$ cat config.mk
export PLATFORM = sky130hd
export DESIGN_NAME = msq_sequencer
export DESIGN_NICKNAME = d
export VERILOG_FILES = /design/src/msq_pkg.sv /design/src/msq_array_if.sv /design/src/msq_and_array.sv /design/src/msq_or_array.sv /design/src/msq_sequencer.sv
export SDC_FILE = /design/constraint.sdc
export NUM_CORES = 1
export LEC_CHECK = 0
export ABC_AREA = 1
export BUFFER_PORTS_ARGS = -buffer_cell sky130_fd_sc_hd__buf_2
export CAP_MARGIN = 20
export CORE_UTILIZATION = 57
export DETAILED_ROUTE_END_ITERATION = 16
export GPL_ROUTABILITY_DRIVEN = 0
export HOLD_SLACK_MARGIN = 0.15
export PLACE_DENSITY = 0.83
export SLEW_MARGIN = 10
export SYNTH_ARGS = -nofsm -noshare
export SYNTH_HDL_FRONTEND = slang
export SYNTH_HIERARCHICAL = 1
export SYNTH_SLANG_ARGS = --single-unit
$ cat constraint.sdc
create_clock -name i_sys_clk -period 2.76 [get_ports i_sys_clk]
set_clock_uncertainty 0.05 [all_clocks]
set_input_delay 0.414 -clock i_sys_clk [delete_from_list [all_inputs] [get_ports i_sys_clk]]
set_output_delay 0.414 -clock i_sys_clk [all_outputs]
set_load 0.05 [all_outputs]
$ cat src/msq_pkg.sv
package msq_pkg;

  // Array dimensions of the sequencer.
  localparam int unsigned NUM_INPUTS   = 14;
  localparam int unsigned NUM_STATE    = 8;
  localparam int unsigned NUM_OUT      = 4;
  localparam int unsigned NUM_SHARED   = 2;
  localparam int unsigned NUM_TERMS    = 48;
  localparam int unsigned NUM_VARS     = NUM_INPUTS + NUM_STATE;
  localparam int unsigned VAR_CMPL     = NUM_VARS;
  localparam int unsigned NUM_REG_BITS = NUM_STATE + NUM_OUT;
  localparam int unsigned REG_OUT_LSB  = NUM_STATE;
  localparam int unsigned VAR_STATE_LSB = NUM_INPUTS;

  // Diagnostic view: output pins show state bits 2..5, shared pins 6..7.
  localparam int unsigned DIAG_PIN_LSB    = 2;
  localparam int unsigned DIAG_SHARED_LSB = 6;

  // Power-on and preset values.
  localparam logic [NUM_STATE-1:0] STATE_RST = 8'hFF;
  localparam logic [NUM_OUT-1:0]   OUT_RST   = 4'hF;

  // APB register map.
  localparam int unsigned           APB_ADDR_W  = 12;
  localparam logic [APB_ADDR_W-1:0] ADDR_CTRL   = 12'h000;
  localparam logic [APB_ADDR_W-1:0] ADDR_STATUS = 12'h004;
  localparam logic [APB_ADDR_W-1:0] ADDR_INPUTS = 12'h008;

  localparam int unsigned CTRL_W          = 2;
  localparam int unsigned CTRL_DIAG_BIT   = 0;
  localparam int unsigned CTRL_PRESET_BIT = 1;

  localparam int unsigned ST_STATE_LSB = 0;
  localparam int unsigned ST_OUT_LSB   = 8;
  localparam int unsigned ST_DIAG_BIT  = 12;
  localparam int unsigned ST_RUN_BIT   = 13;
  localparam int unsigned ST_OE_BIT    = 14;

  localparam int unsigned IN_LOGIC_LSB  = 0;
  localparam int unsigned IN_PRESET_BIT = 14;
  localparam int unsigned IN_CLK_BIT    = 15;

  // One link pair per variable plus the complement variable on top.
  typedef logic [NUM_TERMS-1:0][NUM_VARS:0]      msq_and_plane_type;
  typedef logic [NUM_REG_BITS-1:0][NUM_TERMS-1:0] msq_or_plane_type;

  typedef enum logic [2:0] {
    SEQ_HELD      = 3'h1,
    SEQ_WAIT_FALL = 3'h2,
    SEQ_RUN       = 3'h4
  } msq_seq_type;

endpackage

$ cat src/msq_array_if.sv
`timescale 1ns/1ps
interface msq_array_if;
  logic [msq_pkg::NUM_VARS-1:0]     vars;
  logic [msq_pkg::NUM_TERMS-1:0]    terms;
  logic                             cmpl;
  logic [msq_pkg::NUM_REG_BITS-1:0] q;
  logic [msq_pkg::NUM_REG_BITS-1:0] q_nxt;

  modport and_side (input vars, output terms, output cmpl);
  modport or_side  (input terms, input q, output q_nxt);
  modport core     (output vars, output q, input q_nxt, input cmpl, input terms);
endinterface

$ cat src/msq_and_array.sv
`timescale 1ns/1ps
module msq_and_array #(
  parameter msq_pkg::msq_and_plane_type        AND_TRUE = '1,
  parameter msq_pkg::msq_and_plane_type        AND_COMP = '1,
  parameter logic [msq_pkg::NUM_TERMS-1:0]     CMPL_SEL = '0
) (
  msq_array_if.and_side arr
);

  logic [msq_pkg::NUM_TERMS-1:0] raw;

  // The complement variable is built from the terms without their own complement link,
  // so no combinational loop can form through it.
  genvar t;
  generate
    for (t = 0; t < msq_pkg::NUM_TERMS; t++) begin : g_term
      assign raw[t] = &((~AND_TRUE[t][msq_pkg::NUM_VARS-1:0] | arr.vars) &
                        (~AND_COMP[t][msq_pkg::NUM_VARS-1:0] | ~arr.vars));
      assign arr.terms[t] = raw[t] & (~AND_TRUE[t][msq_pkg::VAR_CMPL] | arr.cmpl) &
                            (~AND_COMP[t][msq_pkg::VAR_CMPL] | ~arr.cmpl);
    end
  endgenerate

  assign arr.cmpl = ~|(raw & CMPL_SEL);

endmodule

$ cat src/msq_or_array.sv
`timescale 1ns/1ps
module msq_or_array #(
  parameter msq_pkg::msq_or_plane_type SET_PLANE = '0,
  parameter msq_pkg::msq_or_plane_type RST_PLANE = '0
) (
  msq_array_if.or_side arr
);

  logic [msq_pkg::NUM_REG_BITS-1:0] set_cmd;
  logic [msq_pkg::NUM_REG_BITS-1:0] rst_cmd;

  genvar b;
  generate
    for (b = 0; b < msq_pkg::NUM_REG_BITS; b++) begin : g_bit
      assign set_cmd[b] = |(arr.terms & SET_PLANE[b]);
      assign rst_cmd[b] = |(arr.terms & RST_PLANE[b]);
      // Set and reset together is illegal; the bit then simply holds.
      assign arr.q_nxt[b] = (set_cmd[b] & ~rst_cmd[b]) ? 1'b1 :
                            (rst_cmd[b] & ~set_cmd[b]) ? 1'b0 : arr.q[b];
    end
  endgenerate

endmodule

$ cat src/msq_sequencer.sv
`timescale 1ns/1ps
module msq_sequencer #(
  parameter bit                                PRESET_MODE = 1'b1,
  parameter msq_pkg::msq_and_plane_type        AND_TRUE    = '1,
  parameter msq_pkg::msq_and_plane_type        AND_COMP    = '1,
  parameter logic [msq_pkg::NUM_TERMS-1:0]     CMPL_SEL    = '0,
  parameter msq_pkg::msq_or_plane_type         SET_PLANE   = '0,
  parameter msq_pkg::msq_or_plane_type         RST_PLANE   = '0
) (
  input  wire logic                                       i_sys_clk,
  input  wire logic                                       i_sys_rst,
  input  wire logic                                       i_clk_en,
  input  wire logic                                       i_seq_clk,
  input  wire logic                                       i_logic_or_diag_input,
  input  wire logic [msq_pkg::NUM_INPUTS-1:1]             i_logic_inputs,
  input  wire logic                                       i_diag_select,
  input  wire logic                                       i_preset_or_enable_pin,
  input  wire logic                                       i_psel,
  input  wire logic                                       i_penable,
  input  wire logic                                       i_pwrite,
  input  wire logic [msq_pkg::APB_ADDR_W-1:0]             i_paddr,
  input  wire logic [31:0]                                i_pwdata,
  output logic [31:0]                                     o_prdata,
  output logic                                            o_pready,
  output logic                                            o_pslverr,
  output logic [msq_pkg::NUM_OUT-1:0]                     o_output_pins,
  output logic                                            o_output_pins_oe,
  output logic [msq_pkg::NUM_SHARED-1:0]                  o_shared_state_output_bits,
  output logic                                            o_shared_oe
);

  typedef struct packed {
    logic [msq_pkg::NUM_INPUTS-1:0] in_s1;
    logic [msq_pkg::NUM_INPUTS-1:0] in_s2;
    logic                           ck_s1;
    logic                           ck_s2;
    logic                           ck_prev;
    logic                           pr_s1;
    logic                           pr_s2;
    logic                           dg_s1;
    logic                           dg_s2;
    msq_pkg::msq_seq_type           seq;
    logic [msq_pkg::NUM_STATE-1:0]  state;
    logic [msq_pkg::NUM_OUT-1:0]    outr;
    logic [msq_pkg::NUM_OUT-1:0]    pins;
    logic [msq_pkg::NUM_SHARED-1:0] shared;
    logic                           oe;
    logic [msq_pkg::CTRL_W-1:0]     ctrl;
    logic [31:0]                    prdata;
    logic                           pslverr;
  } msq_core_type;

  msq_core_type core_r;
  msq_core_type core_nxt;

  msq_array_if arr ();

  logic                                 ck_rise;
  logic                                 ck_fall;
  logic                                 preset_act;
  logic                                 diag_act;
  logic                                 apb_setup;
  logic                                 apb_write;
  logic [msq_pkg::NUM_REG_BITS-1:0]     reg_now;

  // Feed the arrays from the synchronised inputs and the stored state bits.
  assign arr.vars = {core_r.state, core_r.in_s2};
  assign reg_now  = {core_r.outr, core_r.state};
  assign arr.q    = reg_now;

  msq_and_array #(
    .AND_TRUE (AND_TRUE),
    .AND_COMP (AND_COMP),
    .CMPL_SEL (CMPL_SEL)
  ) u_and_array (
    .arr (arr.and_side)
  );

  msq_or_array #(
    .SET_PLANE (SET_PLANE),
    .RST_PLANE (RST_PLANE)
  ) u_or_array (
    .arr (arr.or_side)
  );

  // Edge detection looks only at the second synchroniser stage and its delayed copy.
  assign ck_rise = core_r.ck_s2 & ~core_r.ck_prev;
  assign ck_fall = ~core_r.ck_s2 & core_r.ck_prev;

  // In enable mode the pin has no preset meaning; software can still force a preset.
  assign preset_act = (PRESET_MODE & core_r.pr_s2) | core_r.ctrl[msq_pkg::CTRL_PRESET_BIT];

  assign diag_act = core_r.dg_s2 | core_r.ctrl[msq_pkg::CTRL_DIAG_BIT];

  assign apb_setup = i_psel & ~i_penable;
  assign apb_write = i_psel & i_penable & i_pwrite;

  always_comb begin
    core_nxt = core_r;

    // Two-stage synchronisers for every pin that comes from the board.
    core_nxt.in_s1   = {i_logic_inputs, i_logic_or_diag_input};
    core_nxt.in_s2   = core_r.in_s1;
    core_nxt.ck_s1   = i_seq_clk;
    core_nxt.ck_s2   = core_r.ck_s1;
    core_nxt.ck_prev = core_r.ck_s2;
    core_nxt.pr_s1   = i_preset_or_enable_pin;
    core_nxt.pr_s2   = core_r.pr_s1;
    core_nxt.dg_s1   = i_diag_select;
    core_nxt.dg_s2   = core_r.dg_s1;

    // Clocking of the state and output registers.
    if (preset_act) begin
      core_nxt.seq   = msq_pkg::SEQ_HELD;
      core_nxt.state = msq_pkg::STATE_RST;
      core_nxt.outr  = msq_pkg::OUT_RST;
    end else begin
      case (core_r.seq)
        msq_pkg::SEQ_HELD: begin
          core_nxt.seq = msq_pkg::SEQ_WAIT_FALL;
        end
        msq_pkg::SEQ_WAIT_FALL: begin
          // A rising edge seen here is not a full pulse and is ignored.
          if (ck_fall) begin
            core_nxt.seq = msq_pkg::SEQ_RUN;
          end
        end
        msq_pkg::SEQ_RUN: begin
          if (ck_rise) begin
            core_nxt.state = arr.q_nxt[msq_pkg::NUM_STATE-1:0];
            core_nxt.outr  = arr.q_nxt[msq_pkg::REG_OUT_LSB +: msq_pkg::NUM_OUT];
          end
        end
        default: begin
          core_nxt.seq = msq_pkg::SEQ_HELD;
        end
      endcase
    end

    // Output multiplexing only changes what the pins show, never the stored bits.
    if (diag_act) begin
      core_nxt.pins   = core_r.state[msq_pkg::DIAG_PIN_LSB +: msq_pkg::NUM_OUT];
      core_nxt.shared = core_r.state[msq_pkg::DIAG_SHARED_LSB +: msq_pkg::NUM_SHARED];
    end else begin
      core_nxt.pins   = core_r.outr;
      core_nxt.shared = core_r.state[msq_pkg::NUM_SHARED-1:0];
    end
    core_nxt.oe = PRESET_MODE ? 1'b1 : ~core_r.pr_s2;

    // APB: read data and error are prepared in the setup cycle and stand in the access cycle.
    if (apb_setup) begin
      core_nxt.prdata  = '0;
      core_nxt.pslverr = 1'b0;
      case (i_paddr)
        msq_pkg::ADDR_CTRL: begin
          core_nxt.prdata[msq_pkg::CTRL_W-1:0] = core_r.ctrl;
        end
        msq_pkg::ADDR_STATUS: begin
          core_nxt.prdata[msq_pkg::ST_STATE_LSB +: msq_pkg::NUM_STATE] = core_r.state;
          core_nxt.prdata[msq_pkg::ST_OUT_LSB +: msq_pkg::NUM_OUT]     = core_r.outr;
          core_nxt.prdata[msq_pkg::ST_DIAG_BIT] = diag_act;
          core_nxt.prdata[msq_pkg::ST_RUN_BIT]  = (core_r.seq == msq_pkg::SEQ_RUN);
          core_nxt.prdata[msq_pkg::ST_OE_BIT]   = core_r.oe;
        end
        msq_pkg::ADDR_INPUTS: begin
          core_nxt.prdata[msq_pkg::IN_LOGIC_LSB +: msq_pkg::NUM_INPUTS] = core_r.in_s2;
          core_nxt.prdata[msq_pkg::IN_PRESET_BIT] = core_r.pr_s2;
          core_nxt.prdata[msq_pkg::IN_CLK_BIT]    = core_r.ck_s2;
        end
        default: begin
          core_nxt.pslverr = 1'b1;
        end
      endcase
    end

    if (apb_write && (i_paddr == msq_pkg::ADDR_CTRL)) begin
      core_nxt.ctrl = i_pwdata[msq_pkg::CTRL_W-1:0];
    end
  end

  always_ff @(posedge i_sys_clk) begin
    if (i_sys_rst) begin
      core_r        <= '0;
      core_r.seq    <= msq_pkg::SEQ_HELD;
      core_r.state  <= msq_pkg::STATE_RST;
      core_r.outr   <= msq_pkg::OUT_RST;
      core_r.pins   <= msq_pkg::OUT_RST;
      core_r.shared <= msq_pkg::STATE_RST[msq_pkg::NUM_SHARED-1:0];
      core_r.oe     <= PRESET_MODE;
    end else if (i_clk_en) begin
      core_r <= core_nxt;
    end
  end

  // Zero wait states; a frozen clock enable stretches the access phase, but a setup cycle under it prepares no read data.
  assign o_pready                   = i_clk_en;
  assign o_prdata                   = core_r.prdata;
  assign o_pslverr                  = core_r.pslverr;
  assign o_output_pins              = core_r.pins;
  assign o_output_pins_oe           = core_r.oe;
  assign o_shared_state_output_bits = core_r.shared;
  assign o_shared_oe                = core_r.oe;

endmodule

==> metrics.yaml, run 1 <==
global_routing:
  grt.total_usage_pct: 22.9
  grt_pass1_vias: 2493
  grt_max_degree: 47
  antenna_found_initial: 0
  overflow: 0
  grt_pass1_wl_um: 11200
hold_path:
  hold_class: "primary input to flop"
  hp-start: "i_logic_inputs[6]"
sta:
  finalCritPeriodShare_pct: 60.5
  max_slew_margin_pct: 63.2
  setup_tns_ns: 0
  setup_ws_ns: 1.09
  fmax_ghz: 0.599
  fin_crit_ns: 1.67
  rsz0062_at_grt: "no"
  final_max_slew_viol_count: 0
  setup_violations: 0
  finalHoldViolCount: 0
  tightest_slew_ns: 0.552
clock_tree:
  cts_buffer_depth: 2
  htreeDepth: 3
  numCtsBuffers: 9
  postCtsSetupBuffers: 0
  path_clk_slew_ns: 0.07
  cts_root_buffer: "clkbuf_8"
  tritoncts: "built"
  worstSkewPairLatency_ns: 0.35
  cts_resized: 0
  cts_hold_buf: 0
  clkSinkCount: 75
die:
  ios: 109
  die_area_um2: 6420
  core_um2: 5890
  rows: 28
  start_util_pct: 59.1
  die_h_um: 80.1
  die_w_um: 80.1
route:
  dr_wl_met2_um: 3070
  postRouteAntennaNets: 0
  vias: 2882
  drt_pass1_iterations: 4
  drc: 0
  met1_length_um: 3070
  wl_met3_um: 418
  drt_first_iter_violations: 228
  routed.top_layer: "met4"
  vias_per_cell: 4.96
  drt-total-wl_um: 6720
  post_drt_wl_per_cell_um: 11.6
pwr:
  leakage_nw: 1.71
  vdd_drop_max_mv: 0.384
  p_per_area_nw_per_um2: 663
final_layout:
  nFillCells: 531
  nets: 568
  layout-drive-gt1-share_pct: 17.0
  antenna_cells: 0
  area_growth_pct: 5.58
critical_path:
  cpPeakStageDelay_ns: 0.34
  required_ns: 3.00
  cp-startpoint: "core_r[56]"
  cp.arrival_ns: 1.91
  crit_chain: "inv_1 > nor3_1 > or2_1 > nand3_2 > inv_2 > o21ai_0 > nand2_1"
  crit_path_end_kind: "flop"
  crit_buf_inv: 2
  criticalPathCategory: "flop to flop"
  slowest_stage: "dfxtp_1"
  reg2reg_from: "core_r[56]"
  crit_path_max_fanout: 13
  crit_family: "simple AND/OR/NAND/NOR gates"
  start_kind: "flop"
synth:
  syn_avg_cell_area_um2: 7.14
  synth_warnings: 6
  synth_cells: 487
  synth_area_um2: 3480
placed_design:
  dp.final_hpwl_um: 4470
  port_buffers: 60
  dp_slack_ns: 0.648
status:
  status: "finished clean"
job:
  cap_violations: 0
[worst reg2reg max path: cells and delay by family, from the launching register on]
kind                   cells  cell delay [ns]
buffers and inverters      2             0.32
AO/OA/AOI/OAI              1             0.14
flip-flops                 1             0.34
AND/OR/NAND/NOR            4             0.76
[sequential cells by signal (all words and copies together) (netlist names)]
signal                      cells
o_prdata                       16
o_output_pins                   4
o_pslverr                       1
core_nxt                       18
arr.vars                       14
o_shared_state_output_bits      2
arr.q                          12
core_r                          8
[per-layer routing]
layer	vias up	GRT usage (%)
met4	0	12.7
met3	14	4.09
met1	1263	29.5
li1	1508	-
met5	-	0
met2	97	36.1
[per-stage QoR]
| stage | area [um2] | hold WS (ns) | total power, mW | util [%] | cells |
|---|---|---|---|---|---|
| 2_1_floorplan | 3540 | 0.387 | 1.48 | - | 503 |
| 3_3_place_gp | 3430 | 0.404 | 1.50 | 58.2 | 564 |
| 3_5_place_dp | 3430 | 0.408 | 1.51 | 58.2 | 564 |
| 4_1_cts | 3660 | 0.224 | 2.44 | 62.1 | 580 |
| 5_1_grt | 3670 | 0.240 | 2.53 | 62.4 | 581 |
| 6_report | 3670 | 0.233 | 2.43 | 62.4 | 581 |
[cells in the final DEF (no fill, tap or decap)]
cell type and count:
nor2_1 110, buf_4 3, and2_4 2, o31ai_1 1, or2_1 1, clkinvlp_4 1
nand2_1 63, clkinv_2 1, dfxtp_1 75, clkbuf_8 11, clkinv_1 1, clkbuf_1 1
nor2_4 2, conb_1 18, inv_2 2, bufinv_16 2, nand3_2 1, inv_1 26
o21ai_0 66, o21ai_1 2, nor3_1 3, a21oi_1 25, buf_8 1, nand3_1 28
buf_2 60
[power by group]
group | switching [mW] | internal, mW | total (mW)
sequential | 0.0334 | 1.14 | 1.18
clock | 0.388 | 0.557 | 0.945
combinational | 0.230 | 0.0820 | 0.312
total | 0.651 | 1.78 | 2.43
[area by class of cell]
type                            instances  area, um2  share of cell area [%]
Inverter                               29        109                    2.97
Clock inverter                          4       72.6                    1.98
Sequential cell                        75       1500                    40.9
Timing Repair Buffer                   64        338                    9.20
Multi-Input combinational cell        322       1400                    38.2
Clock buffer                           12        155                    4.23
Tap cell                               75       93.8                    2.56
[worst paths after layout]
check | endpoint | slack, ns | cells past startpoint
worst min register to register | o_output_pins[3] | 0.42 | 2
worst min-delay path | core_nxt[70] | 0.23 | 3
worst max-delay path | arr.q[6] | 1.09 | 7
worst max register to register | arr.q[6] | 1.09 | 7
Power figures use the tool's default switching activity.
==> inputs of run 2 (changes only) <==
CORE_UTILIZATION = 48   (was 57)
PLACE_DENSITY = 0.74   (was 0.83)
clock period = 1.5 ns   (was 2.76 ns; I/O delays follow)
==> run 2 against run 1 <==
  * Maximum frequency up 19%
  * Non-clock buffer count up 27
  * Die area grew 18%
  * Global-route usage is 2.7 points lower
  * Worst hold slack lost 0.0095 ns
  * Largest cell class unchanged
  * Clock power is 79% higher
  * Flip-flop and latch count unchanged
  * First-iteration DRC count is 38% lower
==> metrics.yaml, run 2 (synthesis gave the netlist of run 1 again) <==
die:
  die_w_um: 87.1
  die_area_um2: 7590
  die_h_um: 87.1
  rows: 30
  ios: 109
  start_util_pct: 50.3
  core_um2: 6910
pwr:
  vdd_drop_max_mv: 0.536
  fin_total_pwr_mw: 4.49
  p_per_area_nw_per_um2: 1130
  leakage_nw: 1.83
sta:
  fmax_ghz: 0.713
  finalCritPeriodShare_pct: 93.5
  fin_crit_ns: 1.40
  final_max_slew_viol_count: 0
  setup_violations: 0
  finalHoldViolCount: 0
critical_path:
  cp.arrival_ns: 1.60
  slowest_stage: "dfxtp_1"
  start_kind: "flop"
  crit_family: "simple AND/OR/NAND/NOR gates"
  cpPeakStageDelay_ns: 0.34
  criticalPathCategory: "flop to flop"
  crit_path_end_kind: "flop"
  required_ns: 1.70
  worstRegToRegCells: 7
  crit_buf_inv: 2
  crit_path_max_fanout: 6
  cp.depth: 7
  crit_chain: "inv_1 > nor3_2 > or2_1 > nand3_4 > buf_4 > a21oi_1 > nand2_1"
placed_design:
  placedCellCount: 594
  port_buffers: 60
  dp.final_hpwl_um: 4740
clock_tree:
  tritoncts: "built"
  htreeDepth: 3
  clkSinkCount: 75
  numCtsBuffers: 9
  worstSkewPairLatency_ns: 0.35
  path_clk_slew_ns: 0.08
  cts_root_buffer: "clkbuf_8"
  cts_buffer_depth: 2
route:
  drt-total-wl_um: 7180
  drt_first_iter_violations: 141
  vias: 3023
  drt_pass1_iterations: 5
  drc: 0
  post_drt_wl_per_cell_um: 11.4
  vias_per_cell: 4.81
  postRouteAntennaNets: 0
final_layout:
  nets: 595
  final_cell_mix: "nor2_1 (110), dfxtp_1 (75), o21ai_0 (65)"
  largest_reg_flops: 18
  stdcell_count: 628
  layout_commonest_cell: "nor2_1"
  area_growth_pct: 14.4
  antenna_cells: 0
  nFillCells: 665
  layout-drive-gt1-share_pct: 17.9
status:
  status: "finished clean"
job:
  cap_violations: 0
global_routing:
  grt_max_degree: 47
  antenna_found_initial: 0
  grt_pass1_vias: 2740
  grt.total_usage_pct: 20.1
  grt_pass1_wl_um: 11800
  overflow: 0
hold_path:
  hold_class: "primary input to flop"
  holdPathStages: 3
-- run 2: repair_timing --
action / CTS / global route
hold endpoints to repair: 19 / 0
hold buffers: 19 / 0
resized for setup: 0 / 3
setup buffers: 0 / 0
setup endpoints to repair: 0 / 13
-- run 2: power breakdown --
group          total (mW)  internal [mW]  leakage (nW)  switching (mW)
clock                1.69          0.967         0.108           0.720
combinational       0.643          0.204          1.11           0.439
sequential           2.17           2.10         0.617          0.0645
-- run 2: routing by layer --
layer,part of all wire [%],GRT usage (%),vias to the layer above
li1,-,-,1561
met1,47,24.7,1350
met2,46,33.4,98
met3,4.7,4.64,14
met4,2.0,9.54,0
met5,0,0,-
-- run 2: final timing paths --
path,startpoint,endpoint,slack (ns)
max reg2reg,core_r[56],arr.q[3],0.1
max,core_r[56],arr.q[3],0.1
min reg2reg,o_prdata[0],o_prdata[0],0.41
min,i_clk_en,arr.vars[13],0.22
-- run 2: per-stage QoR --
stage | hold slack [ns] | setup slack [ns] | utilization, % | cell area, um2 | TNS (ns)
after global placement | 0.397 | 0.126 | 51.5 | 3560 | 0
final | 0.224 | 0.0980 | 57.6 | 3980 | 0
after global routing | 0.272 | -0.0228 | 57.6 | 3980 | -0.0292
after floorplan | 0.310 | 0.205 | - | 3540 | 0
after CTS | 0.221 | 0.0596 | 57.4 | 3970 | 0
after detailed placement | 0.400 | 0.0610 | 51.5 | 3560 | 0
-- run 2: worst register-to-register path, delay by kind of cell, from the launching register on --
family	cells	cell delay, ns
AND/OR/NAND/NOR	4	0.52
flip-flops	1	0.34
buffers and inverters	2	0.26
AO/OA/AOI/OAI	1	0.14
-- run 2: area by class of cell --
class | instances | area, um2 | share of cell area, %
tap | 96 | 120 | 3.02
timing repair buffer | 91 | 618 | 15.5
sequential | 75 | 1500 | 37.7
multi-input combinational | 322 | 1410 | 35.5
clock buffer | 10 | 138 | 3.46
inverter | 29 | 109 | 2.74
clock inverter | 5 | 77.6 | 1.95
